### src/logic/ltr_params.svh
// Notes on behaviour
// remote loop retransmits serial input
// loopback still delivers parallel receive words
// remote loop only in transceiver mode
// repeater with monitor equals remote loopback
// pattern test enables generator and checker
// generated pattern enters parallel transmit path
// parallel transmit words ignored in pattern test
// each error drops check ok two word clocks
// power-on reset floats parallel receive word
// receive word clock legs low during reset
// reset length counted, one millisecond plus one clock
// partner holds enable low until stable
// or pulses enable low thirty nanoseconds
// frame sync lags data four to seven bits
// third spaced pattern raises sync four clocks
// enable low shuts down all logic
// same 31-stage polynomial, self-synchronizing checker
// check ok high unless error pulse shown
`ifndef LTR_PARAMS_SVH
`define LTR_PARAMS_SVH

// ==========================================================
// timing
`define LTR_CLK_PERIOD_NS   5
`define LTR_POR_TIME_NS     1000000
`define LTR_FRAME_TIME_NS   125000
`define LTR_ENABLE_LOW_NS   30
`define LTR_MCLK_PER_WORD   2
`define LTR_BITS_PER_WORD   4

// ==========================================================
// counts and widths
`define LTR_POR_CNT_W       18
`define LTR_FRM_CNT_W       14
`define LTR_ERR_HOLD        3'h4
`define LTR_SYNC_HOLD       4'h8
`define LTR_FRAME_HITS      2'h3
`define LTR_PRBS_LEN        31
`define LTR_PRBS_TAP        27
`define LTR_PRBS_SEED       31'h7fffffff
`define LTR_FILL_WORDS      4'h8
`define LTR_WORD_ZERO       4'h0

`endif

### src/logic/ltr_pkg.sv
`default_nettype none
`include "ltr_params.svh"
package ltr_pkg;

   // ==========================================================
   // types
   typedef logic [3:0]  ltr_word_t;
   typedef logic [30:0] ltr_lfsr_t;

   // power-on sequence, gray along the usual path
   typedef enum logic [1:0] {
      POR_HOLD   = 2'h0,
      POR_RUN    = 2'h1,
      POR_ACTIVE = 2'h3
   } ltr_por_e;

   // configuration strap
   typedef enum logic [1:0] {
      MODE_TX_ONLY     = 2'h0,
      MODE_RX_ONLY     = 2'h1,
      MODE_TRANSCEIVER = 2'h2,
      MODE_REPEATER    = 2'h3
   } ltr_mode_e;

   // advance lfsr by one word, first bit in bit 3
   function automatic ltr_lfsr_t ltr_prbs_step(input ltr_lfsr_t s);
      ltr_lfsr_t n;
      n = s;
      for (int i = 0; i < `LTR_BITS_PER_WORD; i++) begin
         n = {n[`LTR_PRBS_LEN-2:0], n[`LTR_PRBS_LEN-1] ^ n[`LTR_PRBS_TAP]};
      end
      return n;
   endfunction : ltr_prbs_step

endpackage : ltr_pkg
`default_nettype wire

### src/logic/ltr_prbs_check.sv
`timescale 1ns/100ps
`default_nettype none
`include "ltr_params.svh"
module ltr_prbs_check
   import ltr_pkg::*;
(
   input  wire logic      mclk,
   input  wire logic      reset,
   input  wire logic      checkEnable,
   input  wire logic      wordTick,
   input  wire ltr_word_t rxWord,
   output logic           errFound,
   output logic           checkOk
);

   // ==========================================================
   // self-synchronizing prediction
   ltr_lfsr_t  history;
   logic [3:0] fill;
   logic [2:0] hold;
   logic       miss;
   ltr_lfsr_t  next_history;

   // predict each bit from past received bits
   always_comb begin
      next_history = history;
      miss         = 1'b0;
      for (int i = 3; i >= 0; i--) begin
         miss         = miss | (rxWord[i] != (next_history[`LTR_PRBS_LEN-1] ^ next_history[`LTR_PRBS_TAP]));
         next_history = {next_history[`LTR_PRBS_LEN-2:0], rxWord[i]};
      end
   end

   assign errFound = checkEnable && wordTick && (fill == `LTR_FILL_WORDS) && miss;

   // history and fill tracking
   always_ff @(posedge mclk) begin
      if (reset || !checkEnable) begin
         history <= '0;
         fill    <= 4'h0;
      end else if (wordTick) begin
         history <= next_history;
         if (fill != `LTR_FILL_WORDS) begin
            fill <= fill + 4'h1;
         end
      end
   end

   // error stretch, retriggers on each error
   always_ff @(posedge mclk) begin
      if (reset) begin
         hold <= 3'h0;
      end else if (errFound) begin
         hold <= `LTR_ERR_HOLD;
      end else if (hold != 3'h0) begin
         hold <= hold - 3'h1;
      end
   end

   assign checkOk = (hold == 3'h0);

   // ==========================================================
   // checks
   a_err_low: assert property (@(posedge mclk) disable iff (reset)
      errFound |=> !checkOk [*4]) else $error("check ok not low for two word clocks");
   a_idle_high: assert property (@(posedge mclk) disable iff (reset)
      !checkEnable [*5] |-> checkOk) else $error("check ok low while test off");
   c_err_seen: cover property (@(posedge mclk) disable iff (reset) errFound);

endmodule : ltr_prbs_check
`default_nettype wire

### src/logic/ltr_test_reset.sv
`timescale 1ns/100ps
`default_nettype none
`include "ltr_params.svh"
module ltr_test_reset
   import ltr_pkg::*;
#(
   parameter int unsigned POR_CYCLES  = `LTR_POR_TIME_NS / `LTR_CLK_PERIOD_NS,
   parameter int unsigned FRAME_WORDS =
      `LTR_FRAME_TIME_NS / (`LTR_CLK_PERIOD_NS * `LTR_MCLK_PER_WORD)
)
(
   input  wire logic      mclk,
   input  wire logic      reset,
   input  wire logic      enable,
   input  wire ltr_mode_e configMode,
   input  wire logic      remoteLoopSelect,
   input  wire logic      rxMonitorSelect,
   input  wire logic      patternTestEnable,
   input  wire ltr_word_t txParallelWord,
   input  wire ltr_word_t rxSerialWord,
   input  wire logic      framePatternHit,
   output ltr_word_t      txSerialWord,
   output ltr_word_t      parallelRxWord,
   output logic           parallelRxWordOe,
   output logic           rxWordClockPos,
   output logic           rxWordClockNeg,
   output logic           frameFoundOut,
   output logic           patternCheckOk,
   output logic           porActive
);

   // ==========================================================
   // power-on sequence
   ltr_por_e porState;
   ltr_por_e next_porState;
   logic [`LTR_POR_CNT_W-1:0] porCount;
   logic active;

   assign active    = (porState == POR_ACTIVE);
   assign porActive = !active;

   // next state of the reset sequence
   always_comb begin
      case (porState)
         POR_HOLD:   next_porState = POR_RUN;
         POR_RUN:    next_porState = (porCount == `LTR_POR_CNT_W'(POR_CYCLES - 1)) ? POR_ACTIVE : POR_RUN;
         POR_ACTIVE: next_porState = POR_ACTIVE;
         default:    next_porState = POR_HOLD;
      endcase
   end

   // restart on supply reset or enable low
   always_ff @(posedge mclk) begin
      if (reset || !enable) begin
         porState <= POR_HOLD;
      end else begin
         porState <= next_porState;
      end
   end

   // reset length counter
   always_ff @(posedge mclk) begin
      if (reset || porState != POR_RUN) begin
         porCount <= '0;
      end else begin
         porCount <= porCount + `LTR_POR_CNT_W'(1);
      end
   end

   // ==========================================================
   // receive word clock, held low outside active
   logic wordTick;

   always_ff @(posedge mclk) begin
      if (reset || !active) begin
         rxWordClockPos <= 1'b0;
         rxWordClockNeg <= 1'b0;
      end else begin
         rxWordClockPos <= !rxWordClockPos;
         rxWordClockNeg <= rxWordClockPos;
      end
   end

   assign wordTick = active && !rxWordClockPos;

   // ==========================================================
   // path selection
   logic loopBack;
   logic retransmit;
   logic rxPathOn;
   logic txPathOn;

   assign loopBack   = ((configMode == MODE_TRANSCEIVER) && remoteLoopSelect)
                    || ((configMode == MODE_REPEATER) && rxMonitorSelect);
   assign retransmit = loopBack || (configMode == MODE_REPEATER);
   assign rxPathOn   = (configMode == MODE_RX_ONLY) || (configMode == MODE_TRANSCEIVER) || loopBack;
   assign txPathOn   = (configMode != MODE_RX_ONLY);

   // ==========================================================
   // pattern generator
   ltr_lfsr_t prbsState;
   ltr_lfsr_t prbsNext;

   assign prbsNext = ltr_prbs_step(prbsState);

   always_ff @(posedge mclk) begin
      if (reset || !patternTestEnable) begin
         prbsState <= `LTR_PRBS_SEED;
      end else if (wordTick) begin
         prbsState <= prbsNext;
      end
   end

   // ==========================================================
   // serial transmit word
   always_ff @(posedge mclk) begin
      if (reset || !active || !txPathOn) begin
         txSerialWord <= `LTR_WORD_ZERO;
      end else if (wordTick) begin
         if (retransmit) begin
            txSerialWord <= rxSerialWord;
         end else if (patternTestEnable) begin
            txSerialWord <= prbsNext[3:0]; // see R6
         end else begin
            txSerialWord <= txParallelWord;
         end
      end
   end

   // ==========================================================
   // parallel receive word and its enable
   always_ff @(posedge mclk) begin
      if (reset || !active) begin
         parallelRxWord   <= `LTR_WORD_ZERO;
         parallelRxWordOe <= 1'b0;
      end else begin
         parallelRxWordOe <= rxPathOn;
         if (wordTick) begin
            parallelRxWord <= rxSerialWord;
         end
      end
   end

   // ==========================================================
   // pattern checker
   logic errFound;

   ltr_prbs_check u_check (
      .mclk        (mclk),
      .reset       (reset),
      .checkEnable (patternTestEnable && active),
      .wordTick    (wordTick),
      .rxWord      (rxSerialWord),
      .errFound    (errFound),
      .checkOk     (patternCheckOk)
   );

   // ==========================================================
   // frame sync
   logic [`LTR_FRM_CNT_W-1:0] frameGap;
   logic [1:0]                hits;
   logic                      frameArm;
   logic [3:0]                syncHold;
   logic                      onTime;

   assign onTime = (frameGap == `LTR_FRM_CNT_W'(FRAME_WORDS - 1));

   // count spaced hits
   always_ff @(posedge mclk) begin
      if (reset || !active) begin
         frameGap <= '0;
         hits     <= 2'h0;
         frameArm <= 1'b0;
      end else if (wordTick) begin
         frameArm <= framePatternHit && (onTime || hits == 2'h0)
                  && (hits == `LTR_FRAME_HITS - 2'h1);
         if (framePatternHit) begin
            frameGap <= '0;
            if (hits == `LTR_FRAME_HITS - 2'h1) begin
               hits <= 2'h0;
            end else if (onTime || hits == 2'h0) begin
               hits <= hits + 2'h1;
            end else begin
               hits <= 2'h1;
            end
         end else if (!onTime) begin
            frameGap <= frameGap + `LTR_FRM_CNT_W'(1);
         end else begin
            frameGap <= '0;
            hits     <= 2'h0;
         end
      end
   end

   // pulse one word after aligned data
   always_ff @(posedge mclk) begin
      if (reset || !active) begin
         syncHold <= 4'h0;
      end else if (frameArm && wordTick) begin
         syncHold <= `LTR_SYNC_HOLD; // see R14
      end else if (syncHold != 4'h0) begin
         syncHold <= syncHold - 4'h1;
      end
   end

   assign frameFoundOut = (syncHold != 4'h0);

   // ==========================================================
   // checks
   a_por_quiet: assert property (@(posedge mclk) disable iff (reset) // see R9
      !active && !$past(active) |-> !parallelRxWordOe && !rxWordClockPos && !rxWordClockNeg)
      else $error("receive outputs live during reset");
   a_por_done: assert property (@(posedge mclk) disable iff (reset)
      porState == POR_RUN && porCount == `LTR_POR_CNT_W'(POR_CYCLES - 1) && enable |=> active)
      else $error("reset sequence did not end");
   a_loop_tx: assert property (@(posedge mclk) disable iff (reset) // see R1
      wordTick && loopBack && enable |=> txSerialWord == $past(rxSerialWord))
      else $error("loopback word not retransmitted");
   a_loop_rx: assert property (@(posedge mclk) disable iff (reset)
      wordTick && loopBack && enable |=> parallelRxWord == $past(rxSerialWord) && parallelRxWordOe)
      else $error("loopback word not delivered");
   a_loop_mode: assert property (@(posedge mclk) disable iff (reset)
      wordTick && enable && remoteLoopSelect && configMode == MODE_TX_ONLY && !patternTestEnable
      |=> txSerialWord == $past(txParallelWord))
      else $error("remote loop acted outside transceiver mode");
   a_prbs_tx: assert property (@(posedge mclk) disable iff (reset) // see R6
      wordTick && enable && patternTestEnable && !retransmit && txPathOn
      |=> txSerialWord == $past(prbsNext[3:0]))
      else $error("pattern not transmitted");
   a_sync_lag: assert property (@(posedge mclk) disable iff (reset)
      frameArm && wordTick && enable |=> frameFoundOut && !$past(frameFoundOut))
      else $error("frame sync not one word after data");
   a_sync_len: assert property (@(posedge mclk) disable iff (reset || !enable)
      $rose(frameFoundOut) |-> frameFoundOut [*8] ##1 !frameFoundOut)
      else $error("frame sync not four word clocks");
   a_off_quiet: assert property (@(posedge mclk) disable iff (reset)
      !enable |-> ##2 (!parallelRxWordOe && txSerialWord == `LTR_WORD_ZERO && !frameFoundOut))
      else $error("logic active while disabled");

   c_loop: cover property (@(posedge mclk) disable iff (reset) wordTick && loopBack);
   c_prbs: cover property (@(posedge mclk) disable iff (reset) wordTick && patternTestEnable);
   c_sync: cover property (@(posedge mclk) disable iff (reset) $rose(frameFoundOut));
   c_por: cover property (@(posedge mclk) disable iff (reset) $rose(active));

endmodule : ltr_test_reset
`default_nettype wire

### config.mk
export PLATFORM = sky130hd
export DESIGN_NAME = ltr_test_reset
export DESIGN_NICKNAME = d
export VERILOG_FILES = /design/src/logic/ltr_pkg.sv /design/src/logic/ltr_prbs_check.sv /design/src/logic/ltr_test_reset.sv
export VERILOG_INCLUDE_DIRS = /design/src /design/src/logic
export SDC_FILE = /design/constraint.sdc
export NUM_CORES = 1
export LEC_CHECK = 0
export BUFFER_PORTS_ARGS = -buffer_cell sky130_fd_sc_hd__buf_2
export CAP_MARGIN = 40
export CORE_MARGIN = 8
export CORE_UTILIZATION = 60
export DETAILED_ROUTE_END_ITERATION = 12
export MAX_ROUTING_LAYER = met4
export PLACE_DENSITY = 0.79
export SYNTH_ARGS = -nofsm -noshare
export SYNTH_HDL_FRONTEND = slang
export SYNTH_HIERARCHICAL = 1
export SYNTH_SLANG_ARGS = --single-unit
### constraint.sdc
create_clock -name mclk -period 2.8 [get_ports mclk]
set_clock_uncertainty 0.05 [all_clocks]
set_input_delay 0.14 -clock mclk [delete_from_list [all_inputs] [get_ports mclk]]
set_output_delay 0.14 -clock mclk [all_outputs]
set_load 0.02 [all_outputs]
* Word-level counts from Yosys, hierarchy flattened
Index checks and enable logic that the tools add are counted. W data, S select, Z words.
Word-level totals: register bits after elaboration 121, input port bits 17, output and inout port bits 14, word-level logic and storage cells 103
Cells by class: add/sub/neg operators 6, equal/unequal tests 16, muxes and demuxes 14, bitwise operators 11, reductions and logical operators 39
Operators with widths (number):
- $mux W14 | 2
- $add A18 B1 Y18 const B | 1
- $eq A18 B18 Y1 const B | 1
- $mux W4 | 4
- $add A14 B1 Y14 const B | 1
- $eq A14 B14 Y1 const B | 1
- $logic_or A1 B1 Y1 | 11
- $logic_and A1 B1 Y1 | 10
- $mux W2 | 5
- $eq A2 B2 Y1 const B | 4
- $xor A1 B1 Y1 | 8
- $logic_not A1 Y1 | 6
- $mux W3 | 2
- $pmux W2 S3 | 1
- $reduce_bool A2 Y1 | 3
- $add A4 B1 Y4 const B | 1
- $eq A2 B1 Y1 const B | 2
- $eq A4 B4 Y1 const B | 1
- $logic_not A2 Y1 | 2
- $ne A1 B1 Y1 | 4
- $ne A2 B1 Y1 const B | 2
- $ne A4 B4 Y1 const B | 1
- $reduce_and A2 Y1 | 2
- $reduce_bool A4 Y1 | 1
- 7 further kinds | 10

* Longest topological paths before layout
depth after elaboration 7, gate-level depth with buffers 7, depth with buffers taken out 6

* By module
The synthesis kept the hierarchy.
Modules (own cells, without submodules):
- ltr_test_reset | times used 1, cells each 409, area each 3453.3 µm², seq. area each 1661.6 µm²
- ltr_prbs_check | times used 1, cells each 154, area each 1534.0 µm², seq. area each 760.7 µm²

* Least setup slack after synthesis
Ideal clock, no wire load.
path type reg-to-reg, start register rxWordClockPos, end register u_check.history[0], setup time 128 ps, arrival 1893 ps, data required time 2622 ps, path slack 730 ps, cell stages (with the launch flop) 8, path buffers 3, cells stage by stage dfxtp_1 > nand3b_1 > clkinv_1 > clkbuf_1 > clkbuf_1 > buf_2 > mux2i_1 > nor2_1
Between the ends: longest elaborated chain between the ends 2
Ends and longest elaborated chain:
- start: declaration | line ltr_test_reset.sv:25 | output logic rxWordClockPos,
- start signal: assignment | line ltr_test_reset.sv:79 | rxWordClockPos <= !rxWordClockPos;
- $logic_not A1 Y1 | line ltr_test_reset.sv:84 | assign wordTick = active && !rxWordClockPos;
- $logic_and A1 B1 Y1 | line ltr_test_reset.sv:84
- net wordTick | line ltr_test_reset.sv:72 | logic wordTick;
- end signal: assignment | line ltr_prbs_check.sv:42 | history <= next_history;
- end: declaration | line ltr_prbs_check.sv:18 | ltr_lfsr_t history;
The timed path passes the listed nets, and every way through them passes these cells. A chain may end at the register's enable or synchronous reset.

* Final worst setup path
start register frameGap[7], end register hits[1]
Between the ends: longest elaborated chain between the ends 5, elaborated cells on any way between the ends 7, those cells by class eq/ne (1); mux (3); reduce/logical (3)
Ends and longest elaborated chain:
- start: declaration | line ltr_test_reset.sv:160 | logic [`LTR_FRM_CNT_W-1:0] frameGap;
- start signal: assignment | line ltr_test_reset.sv:187 | frameGap <= frameGap + `LTR_FRM_CNT_W'(1);
- $eq A14 B14 Y1 * | line ltr_test_reset.sv:166 | assign onTime = (frameGap == `LTR_FRM_CNT_W'(FRAME_WORDS - 1));
- $logic_or A1 B1 Y1 | line ltr_test_reset.sv:181 | end else if (onTime || hits == 2'h0) begin
- $mux W2 | line ltr_test_reset.sv:181
- $mux W2 | line ltr_test_reset.sv:179 | if (hits == `LTR_FRAME_HITS - 2'h1) begin
- $mux W2 | line ltr_test_reset.sv:177 | if (framePatternHit) begin
- end signal: assignment | line ltr_test_reset.sv:182 | hits <= hits + 2'h1;
- end: declaration | line ltr_test_reset.sv:161 | logic [1:0] hits;
Every way passes the cells marked *; elsewhere a longest branch is shown, timed or not.

==> qor.yml <==
placed_design:
  dp_slack_ns: 0.902
  io_buffers: 30
  place_hpwl_um: 6790
  place_congestion: 0.778
route:
  via_count: 4028
  postRouteAntennaNets: 0
  totalWireLength_um: 10900
  wl_met3_um: 610
  wl_met2_um: 5360
  via_per_inst: 5.62
  detail_route.iter0.violations: 185
  firstDrtPassIters: 5
  maxUsedRoutingLayer: "met4"
  wl_met1_um: 4800
  wire_per_inst_um: 15.2
  drc_errors: 0
die:
  die_y_um: 107
  initial_core_util: 0.613
  ioPinCount: 31
  die_area_um2: 11500
  die_x_um: 107
  core_um2: 8130
  placementRows: 33
grt:
  grt_pass1_vias: 3886
  grt_max_degree: 45
  gr-total-overflow: 0
  antenna_found_initial: 0
  grt_pass1_wl_um: 18200
  grt_usage: 0.203
timing:
  hold_ws_ns: 0.0649
  rsz0062_at_grt: "no"
  fmax_mhz: 509
  fin_tns_setup_ns: 0
  fin_crit_ns: 1.96
  tightest_slew_ns: 0.631
  period_share: 0.701
  drv_slew: 0
  setup_viol: 0
  setup_ws_ns: 0.837
  hold_viol: 0
  max-slew-margin-rel: 0.579
clock_network:
  root_buffer: "clkbuf_8"
  post_cts_buffers: 0
  cts_tree: "built"
  htreeDepth: 4
  clkTransAtPathRegs_ns: 0.06
  clockBufferDepth: 2
  numCtsBuffers: 17
  clock_latency_ns: 0.52
  cts_sinks: 121
pwr:
  p_int_uw: 3330
  p_leak_uw: 0.00221
  switching_share: 0.205
  pwr-share-comb: 0.041
  vdd_drop_max_v: 0.000468
  finalPower_uw: 4180
  p_sw_uw: 858
  clock_power_share: 0.542
  pwr-share-seq: 0.417
  power_density_nw_per_um2: 705
worst_setup_path:
  arrival_ns: 2.30
  cp-start-kind: "flop"
  r2r_start: "frameGap[7]$_SDFFE_PP0N_"
  cp_slowest_cell: "or4bb_1"
  critPathRequiredTime_ns: 3.14
  path_max_fanout: 15
  cp-end-kind: "flop"
  crit_start: "frameGap[7]$_SDFFE_PP0N_"
  slowest_delay_ns: 0.56
  worstSetupPathType: "flop to flop"
  worstPathCellList: "or4bb_1, nor4_4, o31a_2, o21ai_0"
hold_path:
  hold_path_class: "input pin to flop"
  worstHoldStart: "configMode[0]"
run_status:
  status: "finished clean"
layout:
  layout_commonest_cell: "dfxtp_1"
  antenna_cells: 0
  final_cell_mix: "dfxtp_1 (121), nand2_1 (82), nor2_1 (74)"
  n_fill_cell: 567
  nNetsFinal: 631
  area_delta_synth_final_pct: 19.1
  drive_above_1_share: 0.121
synthesis:
  synth_warnings: 6
  syn_nets: 593
  syn_area_um2: 4980
  syn_inst: 562
  syn_area_per_cell_um2: 8.87
run:
  timing.max_cap.violations: 0
-- stage by stage --
stage                     std cells  area (um^2)   util
final                           717         5930  0.730
after global routing            717         5930  0.730
after CTS                       717         5930  0.730
after detailed placement        676         5220  0.641
after global placement          675         5200  0.639
after floorplan                 562         4980      -
-- final cells by class --
type	count	area, um^2	area share
repair buffers	45	308	0.0519
flip-flops and latches	121	2420	0.408
clock inverters	14	205	0.0346
well taps	105	131	0.0221
clock buffers	17	414	0.0698
multi-input cells	393	2370	0.400
inverters	22	82.6	0.0139
-- repair_timing --
item,4_1_cts,5_1_grt
endpoints found under the setup margin,0,0
resized for setup,0,0
endpoints found under the hold margin,18,0
hold buffers,10,0
-- power groups by stage --
stage	Sequential [uW]	Combinational, uW	Clock, uW
global route	1740	197	2380
finish	1740	173	2270
CTS	1740	174	2290
detailed placement	1780	161	0
global placement	1780	152	0
floorplan	1780	111	0
-- worst paths after layout --
check / to / slack, ns / depth (start not counted)
hold / removal: txSerialWord[1]$_SDFFE_PP0N_ / 0.06 / 4
hold reg to reg: porCount[0]$_SDFF_PP0_ / 0.40 / 1
setup / recovery: hits[1]$_SDFFE_PP0P_ / 0.84 / 4
setup reg to reg: hits[1]$_SDFFE_PP0P_ / 0.84 / 4
-- flip-flops by register name, summed over array words and instances, names as in the netlist, 4 cells and up --
signal	count
frameGap	14
parallelRxWord	4
porCount	18
prbsState	31
syncHold	4
txSerialWord	4
u_check/fill	4
u_check/history	31
-- critical path: cells and delay by family, from the launching register on --
family          cells  cell delay [ns]
simple gates        2             0.88
flops               1             0.42
compound gates      2             0.49
-- metal layers --
layer	global-route usage	up-vias
met2	0.323	111
li1	-	1994
met3	0.0630	13
met5	-	-
met1	0.237	1910
met4	0.0693	0
Power figures use the tool's default switching activity.
